==> src/rtl/eblu_pkg.sv <==
// eblu_pkg: shared opcodes, flag positions and constants of the arithmetic unit
package eblu_pkg;

  // ==========================================================================
  // widths
  localparam int unsigned DATA_W  = 8;
  localparam int unsigned WORD_W  = 16;
  localparam int unsigned IO_AW   = 6;
  localparam int unsigned BIT_SEL = 3;

  // ==========================================================================
  // status flag bit positions inside the status byte
  localparam int unsigned FLAG_C = 0;
  localparam int unsigned FLAG_Z = 1;
  localparam int unsigned FLAG_N = 2;
  localparam int unsigned FLAG_V = 3;
  localparam int unsigned FLAG_S = 4;
  localparam int unsigned FLAG_H = 5;
  localparam int unsigned FLAG_W = 6;

  // ==========================================================================
  // constants used by the datapath
  localparam logic [7:0]  ALL_ONES      = 8'hFF;
  localparam logic [7:0]  ALL_ZERO      = 8'h00;
  localparam logic [15:0] WORD_ZERO     = 16'h0000;
  localparam logic [5:0]  IO_BIT_LAST   = 6'h1F;
  localparam logic [7:0]  STATUS_RESET  = 8'h00;
  localparam int unsigned WORD_CYCLES   = 2;

  // ==========================================================================
  // operation select presented by the decoder
  typedef enum logic [4:0] {
    EBLU_OP_NONE,
    EBLU_OP_ADD,
    EBLU_OP_ADD_CARRY,
    EBLU_OP_SUB,
    EBLU_OP_SUBTRACT_WITH_CARRY,
    EBLU_OP_AND,
    EBLU_OP_OR,
    EBLU_OP_EXCLUSIVE_OR,
    EBLU_OP_ONES_COMPLEMENT,
    EBLU_OP_TWOS_COMPLEMENT,
    EBLU_OP_WORD_ADD_IMMEDIATE,
    EBLU_OP_WORD_SUBTRACT_IMMEDIATE,
    EBLU_OP_IO_BIT_SET,
    EBLU_OP_IO_BIT_CLEAR,
    EBLU_OP_SKIP_IF_IO_BIT_ONE,
    EBLU_OP_SKIP_IF_IO_BIT_ZERO,
    EBLU_OP_IO_WRITE
  } eblu_op_t;

endpackage

==> src/rtl/eblu_adder.sv <==
// eblu_adder: 8-bit add/subtract slice with carry, half-carry and overflow
`timescale 1ns/100ps
`default_nettype none

module eblu_adder #(
  parameter int unsigned W = 8
) (
  // operands
  input  wire logic [W-1:0] a,
  input  wire logic [W-1:0] b,
  input  wire logic         cin,
  input  wire logic         sub,
  // results
  output logic      [W-1:0] sum,
  output logic              cout,
  output logic              half,
  output logic              ovf
);

  // ==========================================================================
  // subtract is a plus not-b plus not-borrow; borrow flags are inverted carries
  logic [W:0]   full;  // full width sum
  logic [4:0]   low;   // low nibble sum
  logic [W-1:0] bx;    // conditioned operand

  always_comb begin
    bx   = sub ? ~b : b;
    full = {1'b0, a} + {1'b0, bx} + {{W{1'b0}}, cin ^ sub};
    low  = {1'b0, a[3:0]} + {1'b0, bx[3:0]} + {4'h0, cin ^ sub};
    sum  = full[W-1:0];
    cout = full[W] ^ sub;
    half = low[4] ^ sub;
    ovf  = (a[W-1] == bx[W-1]) && (sum[W-1] != a[W-1]);
  end

endmodule

`default_nettype wire

==> src/rtl/eblu_core.sv <==
// eblu_core: 8-bit arithmetic and logic datapath with status flags and io bits
`timescale 1ns/100ps
`default_nettype none

module eblu_core #(
  parameter logic [7:0] W1C_MASK = 8'h00  // io bits that clear on write one
) (
  // clock and reset
  input  wire logic        core_clk,
  input  wire logic        rst_b,
  // operation request from the decoder
  input  wire logic        op_valid,
  input  wire logic [4:0]  op_sel,
  input  wire logic [7:0]  dest_val,
  input  wire logic [7:0]  source_reg,
  input  wire logic [7:0]  dest_hi_val,
  input  wire logic        use_imm,
  input  wire logic [7:0]  imm_val,
  // io access
  input  wire logic [5:0]  io_addr,
  input  wire logic [2:0]  io_bit,
  input  wire logic [7:0]  io_rd_val,
  input  wire logic [7:0]  io_hw_set,
  // results
  output logic             busy,
  output logic             res_valid,
  output logic [7:0]       res_lo,
  output logic [7:0]       res_hi,
  output logic             res_hi_we,
  output logic [7:0]       status,
  output logic             io_we,
  output logic [7:0]       io_wr_val,
  output logic             skip,
  output logic             io_reject,
  output logic [7:0]       io_flags
);

  // ==========================================================================
  // reset release through two flops
  logic rst_m_q;
  logic rst_s_q;

  always_ff @(posedge core_clk or negedge rst_b) begin
    if (!rst_b) begin
      rst_m_q <= 1'b0;
      rst_s_q <= 1'b0;
    end else begin
      rst_m_q <= 1'b1;
      rst_s_q <= rst_m_q;
    end
  end

  // ==========================================================================
  // shared adder
  eblu_pkg::eblu_op_t op;
  logic [7:0] opnd_b;   // register or immediate
  logic [7:0] add_a;    // adder left operand
  logic [7:0] add_b;    // adder right operand
  logic       add_cin;  // carry / borrow in
  logic       add_sub;  // subtract select
  logic [7:0] add_sum;
  logic       add_co;
  logic       add_h;
  logic       add_v;

  assign op     = eblu_pkg::eblu_op_t'(op_sel);
  assign opnd_b = use_imm ? imm_val : source_reg;

  eblu_adder #(.W(eblu_pkg::DATA_W)) u_adder (
    .a    (add_a),
    .b    (add_b),
    .cin  (add_cin),
    .sub  (add_sub),
    .sum  (add_sum),
    .cout (add_co),
    .half (add_h),
    .ovf  (add_v)
  );

  // ==========================================================================
  // word operation sequencing
  typedef enum logic {EBLU_ST_IDLE, EBLU_ST_HIGH} eblu_state_t;
  eblu_state_t st_q;
  eblu_state_t st_d;
  logic        wsub_q;   // word op is subtract
  logic        wsub_d;
  logic        wc_q;     // carry between halves
  logic        wc_d;
  logic [7:0]  whi_q;    // high byte source
  logic [7:0]  whi_d;
  logic [7:0]  wlo_q;    // low byte result
  logic [7:0]  wlo_d;

  // ==========================================================================
  // result and flag state
  logic [7:0] status_q;
  logic [7:0] status_d;
  logic [7:0] res_lo_q;
  logic [7:0] res_lo_d;
  logic [7:0] res_hi_q;
  logic [7:0] res_hi_d;
  logic       valid_q;
  logic       valid_d;
  logic       hi_we_q;
  logic       hi_we_d;
  logic       io_we_q;
  logic       io_we_d;
  logic [7:0] io_wv_q;
  logic [7:0] io_wv_d;
  logic       skip_q;
  logic       skip_d;
  logic       rej_q;
  logic       rej_d;
  logic [7:0] ioflg_q;
  logic [7:0] ioflg_d;

  // ==========================================================================
  // next state of datapath
  always_comb begin
    logic [7:0]  lg;     // logic result
    logic [15:0] wres;   // whole word result
    logic        io_ok;  // address in bit access range
    logic        cin;    // current carry
    lg       = eblu_pkg::ALL_ZERO;
    wres     = eblu_pkg::WORD_ZERO;
    io_ok    = (io_addr <= eblu_pkg::IO_BIT_LAST);
    cin      = status_q[eblu_pkg::FLAG_C];
    add_a    = dest_val;
    add_b    = opnd_b;
    add_cin  = 1'b0;
    add_sub  = 1'b0;
    st_d     = st_q;
    wsub_d   = wsub_q;
    wc_d     = wc_q;
    whi_d    = whi_q;
    wlo_d    = wlo_q;
    status_d = status_q;  // untouched flags hold
    res_lo_d = res_lo_q;
    res_hi_d = res_hi_q;
    valid_d  = 1'b0;
    hi_we_d  = 1'b0;
    io_we_d  = 1'b0;
    io_wv_d  = io_wv_q;
    skip_d   = 1'b0;
    rej_d    = 1'b0;
    // hardware sets io flags; sets win over clears below
    ioflg_d  = ioflg_q;
    case (st_q)
      EBLU_ST_HIGH: begin
        // second cycle: high byte with carry from low
        add_a    = whi_q;
        add_b    = eblu_pkg::ALL_ZERO;
        add_cin  = wc_q;
        add_sub  = wsub_q;
        wres     = {add_sum, wlo_q};
        res_lo_d = wlo_q;
        res_hi_d = add_sum;
        valid_d  = 1'b1;
        hi_we_d  = 1'b1;
        status_d[eblu_pkg::FLAG_Z] = (wres == eblu_pkg::WORD_ZERO);
        status_d[eblu_pkg::FLAG_C] = add_co;
        status_d[eblu_pkg::FLAG_N] = add_sum[7];
        status_d[eblu_pkg::FLAG_V] = wsub_q ? (whi_q[7] & ~add_sum[7])
                                            : (~whi_q[7] & add_sum[7]);
        status_d[eblu_pkg::FLAG_S] = add_sum[7] ^
          (wsub_q ? (whi_q[7] & ~add_sum[7]) : (~whi_q[7] & add_sum[7]));
        st_d     = EBLU_ST_IDLE;
      end
      EBLU_ST_IDLE: begin
        if (op_valid) begin
          valid_d = 1'b1;
          case (op)
            eblu_pkg::EBLU_OP_ADD,
            eblu_pkg::EBLU_OP_ADD_CARRY,
            eblu_pkg::EBLU_OP_SUB,
            eblu_pkg::EBLU_OP_SUBTRACT_WITH_CARRY: begin
              // byte add/sub in one cycle
              add_sub = (op == eblu_pkg::EBLU_OP_SUB) ||
                        (op == eblu_pkg::EBLU_OP_SUBTRACT_WITH_CARRY);
              add_cin = ((op == eblu_pkg::EBLU_OP_ADD_CARRY) ||
                         (op == eblu_pkg::EBLU_OP_SUBTRACT_WITH_CARRY)) & cin;
              res_lo_d = add_sum;
              status_d[eblu_pkg::FLAG_Z] = (add_sum == eblu_pkg::ALL_ZERO);
              status_d[eblu_pkg::FLAG_C] = add_co;
              status_d[eblu_pkg::FLAG_N] = add_sum[7];
              status_d[eblu_pkg::FLAG_V] = add_v;
              status_d[eblu_pkg::FLAG_H] = add_h;
            end
            eblu_pkg::EBLU_OP_AND,
            eblu_pkg::EBLU_OP_OR,
            eblu_pkg::EBLU_OP_EXCLUSIVE_OR: begin
              // logic ops touch only Z N V
              if (op == eblu_pkg::EBLU_OP_AND) begin
                lg = dest_val & opnd_b;
              end else if (op == eblu_pkg::EBLU_OP_OR) begin
                lg = dest_val | opnd_b;
              end else begin
                lg = dest_val ^ source_reg;
              end
              res_lo_d = lg;
              status_d[eblu_pkg::FLAG_Z] = (lg == eblu_pkg::ALL_ZERO);
              status_d[eblu_pkg::FLAG_N] = lg[7];
              status_d[eblu_pkg::FLAG_V] = 1'b0;
            end
            eblu_pkg::EBLU_OP_ONES_COMPLEMENT,
            eblu_pkg::EBLU_OP_TWOS_COMPLEMENT: begin
              // 0xFF - d or 0x00 - d
              add_a   = (op == eblu_pkg::EBLU_OP_ONES_COMPLEMENT) ?
                        eblu_pkg::ALL_ONES : eblu_pkg::ALL_ZERO;
              add_b   = dest_val;
              add_sub = 1'b1;
              res_lo_d = add_sum;
              status_d[eblu_pkg::FLAG_Z] = (add_sum == eblu_pkg::ALL_ZERO);
              status_d[eblu_pkg::FLAG_N] = add_sum[7];
              status_d[eblu_pkg::FLAG_V] = add_v;
              if (op == eblu_pkg::EBLU_OP_ONES_COMPLEMENT) begin
                status_d[eblu_pkg::FLAG_C] = 1'b1;
              end else begin
                status_d[eblu_pkg::FLAG_C] = (add_sum != eblu_pkg::ALL_ZERO);
                status_d[eblu_pkg::FLAG_H] = add_h;
              end
            end
            eblu_pkg::EBLU_OP_WORD_ADD_IMMEDIATE,
            eblu_pkg::EBLU_OP_WORD_SUBTRACT_IMMEDIATE: begin
              // low byte now, high byte next cycle
              add_b   = imm_val;
              add_sub = (op == eblu_pkg::EBLU_OP_WORD_SUBTRACT_IMMEDIATE);
              wsub_d  = add_sub;
              wc_d    = add_co;
              whi_d   = dest_hi_val;
              wlo_d   = add_sum;
              valid_d = 1'b0;
              st_d    = EBLU_ST_HIGH;
            end
            eblu_pkg::EBLU_OP_IO_BIT_SET,
            eblu_pkg::EBLU_OP_IO_BIT_CLEAR: begin
              if (!io_ok) begin
                rej_d = 1'b1;  // out of bit range
              end else begin
                // only the addressed bit written; w1c others masked
                io_we_d = 1'b1;
                io_wv_d = (io_rd_val & ~W1C_MASK);
                io_wv_d[io_bit] = (op == eblu_pkg::EBLU_OP_IO_BIT_SET);
                if ((op == eblu_pkg::EBLU_OP_IO_BIT_SET) &&
                    W1C_MASK[io_bit]) begin
                  ioflg_d[io_bit] = 1'b0;  // write one clears
                end
              end
            end
            eblu_pkg::EBLU_OP_SKIP_IF_IO_BIT_ONE,
            eblu_pkg::EBLU_OP_SKIP_IF_IO_BIT_ZERO: begin
              if (!io_ok) begin
                rej_d = 1'b1;
              end else begin
                skip_d = io_rd_val[io_bit] ==
                         (op == eblu_pkg::EBLU_OP_SKIP_IF_IO_BIT_ONE);
              end
            end
            eblu_pkg::EBLU_OP_IO_WRITE: begin
              // full write: ones clear w1c flags
              io_we_d = 1'b1;
              io_wv_d = opnd_b;
              ioflg_d = ioflg_q & ~(opnd_b & W1C_MASK);
            end
            default: begin
              valid_d = 1'b0;
            end
          endcase
        end
      end
      default: begin
        st_d = EBLU_ST_IDLE;
      end
    endcase
    ioflg_d = ioflg_d | (io_hw_set & W1C_MASK);
  end

  // ==========================================================================
  // registers
  always_ff @(posedge core_clk or negedge rst_s_q) begin
    if (!rst_s_q) begin
      st_q     <= EBLU_ST_IDLE;
      wsub_q   <= 1'b0;
      wc_q     <= 1'b0;
      whi_q    <= eblu_pkg::ALL_ZERO;
      wlo_q    <= eblu_pkg::ALL_ZERO;
      status_q <= eblu_pkg::STATUS_RESET;
      res_lo_q <= eblu_pkg::ALL_ZERO;
      res_hi_q <= eblu_pkg::ALL_ZERO;
      valid_q  <= 1'b0;
      hi_we_q  <= 1'b0;
      io_we_q  <= 1'b0;
      io_wv_q  <= eblu_pkg::ALL_ZERO;
      skip_q   <= 1'b0;
      rej_q    <= 1'b0;
      ioflg_q  <= eblu_pkg::ALL_ZERO;
    end else begin
      st_q     <= st_d;
      wsub_q   <= wsub_d;
      wc_q     <= wc_d;
      whi_q    <= whi_d;
      wlo_q    <= wlo_d;
      status_q <= status_d;
      res_lo_q <= res_lo_d;
      res_hi_q <= res_hi_d;
      valid_q  <= valid_d;
      hi_we_q  <= hi_we_d;
      io_we_q  <= io_we_d;
      io_wv_q  <= io_wv_d;
      skip_q   <= skip_d;
      rej_q    <= rej_d;
      ioflg_q  <= ioflg_d;
    end
  end

  // ==========================================================================
  // outputs straight from flops
  assign busy      = (st_q == EBLU_ST_HIGH);
  assign res_valid = valid_q;
  assign res_lo    = res_lo_q;
  assign res_hi    = res_hi_q;
  assign res_hi_we = hi_we_q;
  assign status    = status_q;
  assign io_we     = io_we_q;
  assign io_wr_val = io_wv_q;
  assign skip      = skip_q;
  assign io_reject = rej_q;
  assign io_flags  = ioflg_q;

endmodule

`default_nettype wire

==> config.mk <==
export PLATFORM = sky130hd
export DESIGN_NAME = eblu_core
export DESIGN_NICKNAME = d
export VERILOG_FILES = /design/src/rtl/eblu_pkg.sv /design/src/rtl/eblu_adder.sv /design/src/rtl/eblu_core.sv
export SDC_FILE = /design/constraint.sdc
export NUM_CORES = 1
export LEC_CHECK = 0
export BUFFER_PORTS_ARGS = -buffer_cell sky130_fd_sc_hd__clkbuf_2
export CORE_UTILIZATION = 54
export DETAILED_ROUTE_END_ITERATION = 10
export PLACE_DENSITY = 0.82
export SETUP_SLACK_MARGIN = 0.3
export SYNTH_ARGS = -nofsm -noshare
export SYNTH_HDL_FRONTEND = slang
export SYNTH_SLANG_ARGS = --single-unit
==> constraint.sdc <==
create_clock -name core_clk -period 2.5 [get_ports core_clk]
set_clock_uncertainty 0.2 [all_clocks]
set_input_delay 0.5 -clock core_clk [delete_from_list [all_inputs] [get_ports core_clk]]
set_output_delay 0.5 -clock core_clk [all_outputs]
set_load 0.005 [all_outputs]
Yosys cells after proc, flatten, opt, wreduce, memory -nomap -nowiden
Memories as Yosys holds them, arrays and structs flattened. Cells that the tools add are included.

$add $sub $neg: 4. $lt $le $gt $ge: 3. Equality and inequality tests: 24. Mux-type cells: 58. Bitwise logic cells: 16. Reductions and logical operators: 26.

Operators by type and width (count): two-way mux 8 bit (13); one-hot mux 8 bit (2 select lines) (6); == test 5 x 4 -> 1 bit (second input constant) (8); two-way mux 1 bit (25); == test 5 x 3 -> 1 bit (second input constant) (4); bitwise AND 8 bit (2); logical NOT 16 bit (1); logical NOT 8 bit (2); inverter 8 bit (2); one-hot mux 1 bit (2 select lines) (7); OR reduction 14 bit (1); == test 5 x 2 -> 1 bit (second input constant) (2); adder 8 x 8 -> 9 bit (1); adder 9 x 1 -> 9 bit (1); bitwise mux 8 bit (1); OR 8 bit (1); one-hot mux 4 bit (2 select lines) (1); AND reduction 4 bit (2); nonzero test 8 bit (1); OR reduction 2 bit (4); OR reduction 4 bit (2); bitwise XOR 8 bit (1); less-or-equal comparator 6 x 5 -> 1 bit (second input constant) (1); != test 2 bit (second input constant) (3); 26 further kinds (39).

Flip-flop bits (word level): 64. Bits in read-only memories: 8. Input port bits: 66. Output and inout bits: 46. Word-level logic and storage cells: 152. Memories kept: 1.

Memories: (no name shown) (words 8, width 1, read ports 1, clocked after Yosys merged registers in 0, write ports 0, line eblu_core.sv:245) `W1C_MASK[io_bit]) begin`.

Longest topological paths before layout
Gate-level depths: netlist (run 1).

Word-level depth: 14. Depth in mapped cells: 16. Depth with buffers taken out: 15.

Cells and area by module
From an unflattened synthesis (run 1), not the netlist that was laid out.

Cells, all modules: 478. Area, all modules: 4137.7 um^2.

By module, submodules not included: eblu_core (times used 1, cells each 428, area each 3713.6 um^2, seq. area each 1401.3 um^2); eblu_adder (times used 1, cells each 50, area each 424.2 um^2, seq. area each 0.0 um^2).

Worst setup path before layout (run 1)
Ideal clock, no wire load.

Kind: in2reg. From: in op_sel[2]. To: reg status_q[0] (netlist: status[0]). Library setup time: 0.121 ns. Data arrival time: 3.655 ns. Data required time: 2.179 ns. Path slack: -1.476 ns. Cell stages on the path: 13. Path buffers: 0. Path through: or4b_4 -> nor2_1 -> a222oi_1 -> xnor2_1 -> fa_1 -> inv_1 -> fa_1 -> a211o_1 -> a2111o_1 -> o211a_1 -> a21oi_1 -> a31oi_1 -> o22a_1.

Word-level cells in the longest chain between the ends: 14. Elaborated cells on any way between the ends: 40. Those cells by class: 2 x add/sub; 9 x eq/ne; 18 x mux; 4 x bitwise; 7 x reduce/logical.

Ends and longest elaborated chain: start: declaration (line eblu_core.sv:13) `input wire logic [4:0] op_sel,`; == test 5 x 4 -> 1 bit (on tied branches); OR reduction 2 bit (line eblu_core.sv:172) `case (op)`; one-hot mux 8 bit (2 select lines) (line eblu_core.sv:172); two-way mux 8 bit (line eblu_core.sv:170) `if (op_valid) begin`; one-hot mux 8 bit (2 select lines) (line eblu_core.sv:148) `case (st_q)`; inverter 8 bit (line eblu_adder.sv:27) `bx = sub ? ~b : b;`; two-way mux 8 bit (line eblu_adder.sv:27); adder 8 x 8 -> 9 bit (line eblu_adder.sv:28) `full = {1'b0, a} + {1'b0, bx} + {{W{1'b0}}, cin ^ sub};`; adder 9 x 1 -> 9 bit (line eblu_adder.sv:28); nonzero test 8 bit (line eblu_core.sv:219) `status_d[eblu_pkg::FLAG_C] = (add_sum != eblu_pkg::ALL_ZERO);`; two-way mux 1 bit (line eblu_core.sv:216) `if (op == eblu_pkg::EBLU_OP_ONES_COMPLEMENT) begin`; one-hot mux 1 bit (2 select lines) (line eblu_core.sv:172); two-way mux 4 bit (line eblu_core.sv:170); one-hot mux 4 bit (2 select lines) (line eblu_core.sv:148); end signal: assignment (line eblu_core.sv:287) `status_q <= eblu_pkg::STATUS_RESET;`; end signal: assignment (line eblu_core.sv:303) `status_q <= status_d;`; end: declaration (line eblu_core.sv:96) `logic [7:0] status_q;`.

Several ways; a longest one is shown, not always the timed one. The select of a mux whose other input is x is not followed. A chain may end at the register's enable or synchronous reset.

Worst setup path in the final report (run 1)
From: in op_sel[2]. To: reg status_q[4] (netlist: status[4]).

Word-level cells in the longest chain between the ends: 13. Elaborated cells on any way between the ends: 37. Those cells by class: 2 x add/sub; 8 x eq/ne; 15 x mux; 7 x bitwise; 5 x reduce/logical.

Ends and longest elaborated chain: == test 5 x 4 -> 1 bit (on tied branches) (line eblu_core.sv:172, eblu_core.sv:227, eblu_core.sv:208); OR reduction 2 bit (line eblu_core.sv:172); one-hot mux 8 bit (2 select lines) (line eblu_core.sv:172); two-way mux 8 bit (line eblu_core.sv:170); one-hot mux 8 bit (2 select lines) (line eblu_core.sv:148); inverter 8 bit (line eblu_adder.sv:27); two-way mux 8 bit (line eblu_adder.sv:27); adder 8 x 8 -> 9 bit (line eblu_adder.sv:28); adder 9 x 1 -> 9 bit (*) (line eblu_adder.sv:28); inverter 1 bit (line eblu_core.sv:166) `(wsub_q ? (whi_q[7] & ~add_sum[7]) : (~whi_q[7] & add_sum[7]));`; bitwise AND 1 bit (line eblu_core.sv:166); two-way mux 1 bit (line eblu_core.sv:166); bitwise XOR 1 bit (*) (line eblu_core.sv:165) `status_d[eblu_pkg::FLAG_S] = add_sum[7] ^`.

Mark *: on every way between the ends. The rest lies on a longest branch, timed or not.

==> summary.md, run 1 <==
| Metric | Value |
|---|---|
| Status | complete, but fails checks |
| Failing checks | negative setup slack |
| Power Total | 3.64 mW |
| Die height | 90.6 um |
| Clk network pwr share | 15.3% |
| Gr usage total | 36.6% |
| Net Sw Frac | 38.4% |
| Num rows | 31 |
| Internal power consumption | 2.24 mW |
| Cell taking the most area after synthesis | dfrtp_1 |
| Initial core utilization | 57.2% |
| Largest net degree at the start of global routing | 55 |
| Vias in the first global route | 4,849 |
| Syn_area_per_cell | 8.19 um^2 |
| Kind of critical path | primary input to flip-flop |
| Synth cell count leaders | nand2_1, dfrtp_1, o21ai_0 |
| Estimated wirelength of the detail-placed design | 11.2 mm |
| Ys flop type | dfrtp_1 |
| P per Cell Area | 583 mW/mm^2 |
| Post-synth EDFFs | 0 |
| Endpoints failing setup | 31 |
| Final slew viol count | 0 |
| Num CTS Buffers | 5 |
| Largest stage delay, worst path | 560 ps |
| Average wire per standard cell | 19.5 um |
| Final GP Congestion | 0.918 |
| Mapped Cells | 517 |
| Clk slew on worst S/H paths | 120 ps |
| Crit path cell chain | buf_8 -> or4b_4 -> buf_6 -> nor3b_4 -> buf_6 -> a21oi_1 -> o21ai_1 -> ha_1 -> nor2b_4 -> o21a_4 -> o41ai_4 -> buf_4 -> nand2_4 -> buf_4 -> a211oi_2 -> a21o_1 |
| TritonCTS clock tree | built |
| # DRC | 0 |
| Power share of the sequential group | 35.6% |
| RSZ-0062 raised after global routing | yes |
| CP top delay family | compound AO/OA/AOI/OAI gates |
| Count leader, synth | nand2_1 |
| Routed via count | 5,103 |
| Die footprint | 0.00820 mm^2 |
| Routed Antenna Nets | 0 |
| Clk sinks | 56 |
| H-tree levels | 2 |
| Worst path slowest cell | or4b_4 |
| Max Cap Viol | 0 |
| Ys async rst share | 100% |
| Top post-synthesis cells by area | dfrtp_1, nand2_1, o21ai_0 |
| Gr ovfl total | 0 |
| Ys Warns | 0 |
| Slew @ Worst Pin | 696 ps |
| CP Launch Type | primary input |
| Routed WL | 16.0 mm |
| Final hold slack | 153 ps |
| DRT iter0 DRCs | 530 |
| Net Sw Power | 1.40 mW |
| Netlist Area Pre-Place | 0.00424 mm^2 |
| Critical path fanouts, max | 7 |
| First-pass GRT wire length | 23.7 mm |
| Fin worst setup slack | -1190 ps |
| Final worst path period share | 148% |
| Die width | 90.6 um |
| Tmin final | 3690 ps |
| Max VDD drop | 0.472 mV |
| Clk Latency, worst-skew pair | 320 ps |
| Distinct cell type count after synthesis | 69 |
| Comb power frac | 49.2% |
| Setup TNS | -26,750 ps |
| Core ar. | 0.00741 mm^2 |
| Ratio of cells with drive above 1 in the final layout | 43.7% |
| DR pass1 iterations | 6 |
| Leak pwr | 3.06 nW |
| Sequential fraction of the synthesis area | 33.1% |
| Crit end category | flip-flop |
| Fmax | 271 MHz |
| Initial antenna violation count | 0 |
| Final hold vios | 0 |
| Final #Nets | 797 |
| Worst Path Arrival | 3740 ps |
| Area Overhead vs Synth | 47.3% |
| Post-synth top area share | 33.1% |
| Worst Hold Class | primary input to flip-flop |
| Critical path required time | 2550 ps |
| DR vias/cell | 6.21 |
| Longest Clk Path Bufs | 2 |
| ANT cells | 0 |
| # port buffers | 88 |
| Crit path buffers/inverters | 5 |
| Worst slew margin | 53.6% |
| Flop and latch count out of synthesis | 56 |
| CTS root buf | clkbuf_8 |
| I/O pin count | 112 |
==> cells in the final DEF, fill, tap and decap left out, drive strengths merged, types with 4 or more instances in the layout <==
cell type / n
nand2b: 6
buf: 145
nand3b: 5
a31oi: 5
mux2i: 12
xnor2: 5
inv: 10
a21o: 4
o31ai: 8
dfrtp: 56
ha: 7
nand3: 25
and3: 5
mux2: 15
nand2: 95
o311ai: 10
nor3b: 4
nor2b: 6
o21ai: 47
xor2: 10
conb: 11
nor2: 28
nor4: 6
nor3: 7
a221o: 4
o21a: 5
a222oi: 7
and2: 4
a21oi: 31
clkbuf: 90
==> cells by family (layout without fill, tap and decap cells) <==
group | Yosys count | after routing | share of synthesized area [%]
XOR/XNOR | 15 | 15 | 3.10
flip-flops | 56 | 56 | 33.1
AO/OA/AOI/OAI | 152 | 152 | 24.2
multiplexers | 27 | 27 | 6.82
AND/OR/NAND/NOR | 205 | 205 | 23.7
buffers and inverters | 51 | 248 | 5.94
other | 2 | 11 | 0.177
adder cells (fa/ha/maj) | 9 | 9 | 3.01
==> worst paths after layout <==
path | start | endpoint | slack, ps | cells after the start
worst min register to register | rst_m_q$_DFF_PN0_ | rst_s_q$_DFF_PN0_ | 170 | 0
worst max-delay path | op_sel[2] | status[4]$_DFFE_PN0P_ | -1190 | 16
worst max register to register | busy$_DFF_PN0_ | status[4]$_DFFE_PN0P_ | -1140 | 16
max in group asynchronous | rst_s_q$_DFF_PN0_ | whi_q[1]$_DFFE_PN0P_ | 1440 | 1
worst min-delay path | io_addr[5] | skip$_DFF_PN0_ | 150 | 2
min in group asynchronous | rst_s_q$_DFF_PN0_ | wlo_q[1]$_DFFE_PN0P_ | 190 | 1
==> worst register-to-register path, stage by stage (launching register included) <==
cell and delay [ps]:
dfrtp_1 410, nand2b_4 180, nor2_4 160, o21a_1 200
a21oi_2 60, buf_6 140, buf_4 140, xor2_1 160
ha_1 220, or2_2 350, o21a_4 230, o41ai_4 350
buf_4 190, nand2_4 60, buf_4 140, a211oi_2 240
a21o_1 160
==> sequential cells by signal, summed over array words and instances, names as in the netlist, 6 cells and up <==
name	count
res_lo	8
io_wr_val	8
whi_q	8
wlo_q	8
res_hi	8
status	6
==> metrics by stage <==
| stage | utilization (%) | instance area [um^2] | std cells | setup slack, ps |
|---|---|---|---|---|
| 5_1_grt | 84.2 | 6240 | 822 | -1330 |
| 6_report | 84.2 | 6240 | 822 | -1190 |
| 2_1_floorplan | - | 4360 | 526 | -1180 |
| 3_3_place_gp | 76.0 | 5630 | 793 | -1430 |
| 4_1_cts | 80.7 | 5980 | 813 | -1080 |
| 3_5_place_dp | 76.0 | 5630 | 793 | -1550 |
==> final cells by class <==
type | count | area [um^2]
timing repair buffer | 231 | 1610
clock buffer | 5 | 68.8
tap | 99 | 124
fill | 470 | 1170
multi-input combinational | 419 | 2970
clock inverter | 3 | 27.5
inverter | 9 | 36.3
sequential | 56 | 1400
==> routing by layer <==
| metal | GRT usage [%] | wire length [um] | vias up |
|---|---|---|---|
| li1 | - | - | 2287 |
| met1 | 47.5 | 6160 | 2401 |
| met5 | 0 | 0 | - |
| met2 | 62.1 | 7710 | 335 |
| met3 | 4.55 | 1450 | 80 |
| met4 | 14.1 | 704 | 0 |
==> what timing repair did <==
action | 4_1_cts | 5_1_grt
gates cloned | 0 | 0
pin swaps | 9 | 11
hold endpoints to repair | 2 | 0
setup buffers | 11 | 9
setup endpoints to repair | 31 | 39
gates resized for setup | 37 | 49
hold buffers | 1 | 0
==> power by group through the flow <==
stage | Combinational (mW) | Sequential (mW) | Clock, mW
6_report | 1.79 | 1.29 | 0.556
5_1_grt | 1.90 | 1.31 | 0.585
4_1_cts | 1.52 | 1.28 | 0.558
3_5_place_dp | 1.38 | 1.30 | 0
3_3_place_gp | 1.34 | 1.28 | 0
2_1_floorplan | 0.703 | 1.29 | 0
No activity file was read; power rests on OpenSTA's default activity.
==> run 2: changes to the inputs <==
--- a/config.mk
+++ b/config.mk
@@ -5,6 +5,7 @@
 export SDC_FILE = /design/constraint.sdc
 export NUM_CORES = 1
 export LEC_CHECK = 0
+export ABC_AREA = 0
 export BUFFER_PORTS_ARGS = -buffer_cell sky130_fd_sc_hd__clkbuf_2
 export CORE_UTILIZATION = 54
 export DETAILED_ROUTE_END_ITERATION = 10
@@ -12,4 +13,5 @@
 export SETUP_SLACK_MARGIN = 0.3
 export SYNTH_ARGS = -nofsm -noshare
 export SYNTH_HDL_FRONTEND = slang
+export SYNTH_HIERARCHICAL = 1
 export SYNTH_SLANG_ARGS = --single-unit
==> run 2 against run 1 <==
The flow still finishes with violations (negative setup slack). Register-to-register slack lost 200 ps. Setup slack worse by 150 ps. First-iteration DRC count grew 16%. Critical path type is now flip-flop to flip-flop. Largest power group unchanged.
==> summary.md, run 2 <==
| Metric | Value |
|---|---|
| Placed cell count | 739 (-6.8%) |
| Average wire per standard cell | 19.3 um (-0.90%) |
| Routed Antenna Nets | 0 (unchanged) |
| # DRC | 0 (unchanged) |
| Die footprint | 0.00802 mm^2 (-2.3%) |
| Ys flop type | dfrtp_1 |
| I/O pin count | 112 (unchanged) |
| Final hold vios | 0 (unchanged) |
| Commonest non-fill, non-tap cell in the layout | buf_4 |
| # port buffers | 88 (unchanged) |
| Max VDD drop | 0.519 mV (+10%) |
| Top post-synthesis cells by area | dfrtp_1, mux2_2, nand2_1 |
| Post-Layout Cell Count | 754 (-8.3%) |
| Final slew viol count | 0 (unchanged) |
| Area Overhead vs Synth | 38.9% |
| Worst path slowest cell | or4_4 |
| Power Total | 3.50 mW (-3.9%) |
| Die height | 89.5 um (-1.1%) |
| Fin worst setup slack | -1340 ps (-145 ps) |
| Max Cap Viol | 0 (unchanged) |
| Ys async rst share | 100% (unchanged) |
| First-pass GRT wire length | 20.3 mm (-14%) |
| H-tree levels | 2 (unchanged) |
| Initial core utilization | 56.4% (-0.74 points) |
| Worst Path Arrival | 3880 ps (+140 ps) |
| # fillers | 465 (-1.1%) |
| Routed via count | 4,632 (-9.2%) |
| CP Launch Type | flip-flop |
| Status | complete, but fails checks |
| DRT iter0 DRCs | 613 (+16%) |
| Longest Clk Path Bufs | 2 (unchanged) |
| Final #Nets | 729 (-8.5%) |
| Num CTS Buffers | 5 (unchanged) |
| Worst Hold Class | flip-flop to async pin |
| Crit path cell chain | buf_4 -> buf_6 -> nor2b_2 -> a21oi_1 -> fa_2 -> fa_2 -> a211oi_2 -> o21bai_1 -> a21oi_1 -> xnor2_1 -> or4_4 -> nor2_4 -> a31oi_1 -> o21a_1 -> o31ai_2 |
| Mapped Cells | 478 (-7.5%) |
| Clk slew on worst S/H paths | 110 ps (about the same) |
| Netlist Area Pre-Place | 0.00414 mm^2 (-2.3%) |
| DR pass1 iterations | 5 (-1) |
| Fmax | 261 MHz (-3.8%) |
| Largest net degree at the start of global routing | 55 (unchanged) |
| Kind of critical path | flip-flop to flip-flop |
| Crit end category | flip-flop |
| Critical path required time | 2540 ps (about the same) |
| Cell taking the most area after synthesis | dfrtp_1 |
| CTS root buf | clkbuf_8 |
| Vias in the first global route | 4,229 (-13%) |
| Final worst path period share | 154% (+5.8 points) |
| Worst slew margin | 61.8% (+8.2 points) |
| Post-synth EDFFs | 0 (unchanged) |
| Commonest non-fill, non-tap cells in the layout | buf_4, clkbuf_2, nand2_1 |
| FF-to-FF setup slack | -1340 ps (-200 ps) |
| Syn_area_per_cell | 8.66 um^2 (+5.6%) |
| ANT cells | 0 (unchanged) |
| Num rows | 31 (unchanged) |
| Critical path fanouts, max | 13 (+6) |
| Gr ovfl total | 0 (unchanged) |
| Flop and latch count out of synthesis | 56 (unchanged) |
| Post-synth top area share | 33.9% (+0.79 points) |
| Routed WL | 14.6 mm (-9.1%) |
| Count leader, synth | nand2_1 |
| Ratio of cells with drive above 1 in the final layout | 43.7% (about the same) |
| DR vias/cell | 6.14 (-1.0%) |
| Tmin final | 3840 ps (+145 ps) |
| Initial antenna violation count | 0 (unchanged) |
| Largest stage delay, worst path | 450 ps (-110 ps) |
| Ys Warns | 6 (+6) |
| Core ar. | 0.00733 mm^2 (-1.0%) |
| Die width | 89.5 um (-1.1%) |
| Failing checks | negative setup slack |
| Final GP Congestion | 0.885 (-3.6%) |
| Clk sinks | 56 (unchanged) |
| Synth cell count leaders | nand2_1, dfrtp_1, nor2_1 |
| Gr usage total | 34.0% (-2.6 points) |
| Clk Latency, worst-skew pair | 330 ps (about the same) |
| Distinct cell type count after synthesis | 59 (-14%) |
| RSZ-0062 raised after global routing | yes |
| Sequential fraction of the synthesis area | 33.9% (+0.79 points) |
| TritonCTS clock tree | built |
| Endpoints failing setup | 28 (-9.7%) |
| P per Cell Area | 609 mW/mm^2 (+4.4%) |
| Leak pwr | 2.85 nW (-6.9%) |
| Estimated wirelength of the detail-placed design | 9.56 mm (-14%) |
| Slew @ Worst Pin | 573 ps (-123 ps) |
-- run 2: path summary, 6_finish.rpt --
path | from | end | depth (start not counted)
min reg2reg | rst_s_q$_DFF_PN0_ | io_wr_val[3]$_DFFE_PN0P_ | 1
min in group core_clk | io_addr[5] | skip$_DFF_PN0_ | 2
max reg2reg | busy$_DFF_PN0_ | status[1]$_DFFE_PN0P_ | 15
max in group asynchronous | rst_b | rst_s_q$_DFF_PN0_ | 2
min | rst_s_q$_DFF_PN0_ | io_wr_val[3]$_DFFE_PN0P_ | 1
max | busy$_DFF_PN0_ | status[1]$_DFFE_PN0P_ | 15
-- run 2: kinds of logic (layout without fill, tap and decap cells) --
family	count (synthesis)	in the layout	share of synthesized area [%]
AO/OA/AOI/OAI	119	119	18.2
XOR/XNOR	19	19	4.02
adder cells (fa/ha/maj)	10	10	3.33
buffers and inverters	45	213	5.93
flip-flops	56	56	33.9
multiplexers	49	49	12.7
other	2	11	0.182
AND/OR/NAND/NOR	178	178	21.7
-- run 2: layer usage --
metal | wire, um | track usage (%) | vias to the layer above
met5 | 0 | 0 | -
met3 | 1380 | 4.52 | 84
met4 | 837 | 16.2 | 0
met1 | 5360 | 43.0 | 2170
li1 | - | - | 2033
met2 | 6990 | 57.7 | 345
-- run 2: worst max-delay path: cells and delay by family (launching register included) --
family	cells	cell delay (ps)
AO/OA/AOI/OAI	7	1010
XOR/XNOR	1	120
adder cells (fa/ha/maj)	2	830
buffers and inverters	2	360
flip-flops	1	420
AND/OR/NAND/NOR	3	790
-- run 2: layout make-up --
type | instances | area (um^2) | share of cell area [%]
timing repair buffer | 199 | 1350 | 23.5
inverter | 6 | 22.5 | 0.392
tap | 99 | 124 | 2.16
sequential | 56 | 1400 | 24.4
clock buffer | 6 | 72.6 | 1.26
clock inverter | 2 | 16.3 | 0.283
multi-input combinational | 386 | 2760 | 48.0
-- run 2: what timing repair did --
item	4_1_cts	5_1_grt
pin swaps	17	7
hold buffers	1	0
resized for setup	24	23
setup endpoints to repair	31	33
endpoints found under the hold margin	2	0
setup buffers	5	1
-- run 2: power by group --
group          leakage, nW  switching, mW  internal, mW
Clock               0.0414          0.325         0.201
Combinational         2.11          0.783         0.846
Sequential           0.696          0.184          1.16
Total                 2.85           1.29          2.21
-- run 2: through the flow --
stage,TNS [ps],setup slack (ps),hold WS [ps],instance area (um^2),util [%]
after CTS,-15370,-1110,69.5,5630,76.8
after detailed placement,-28160,-1610,74.4,5380,73.4
after global routing,-21860,-1400,77.8,5750,78.4
final,-20370,-1340,36.6,5750,78.4
after floorplan,-23750,-1620,4.41,4260,-
after global placement,-25660,-1520,68.3,5380,73.4
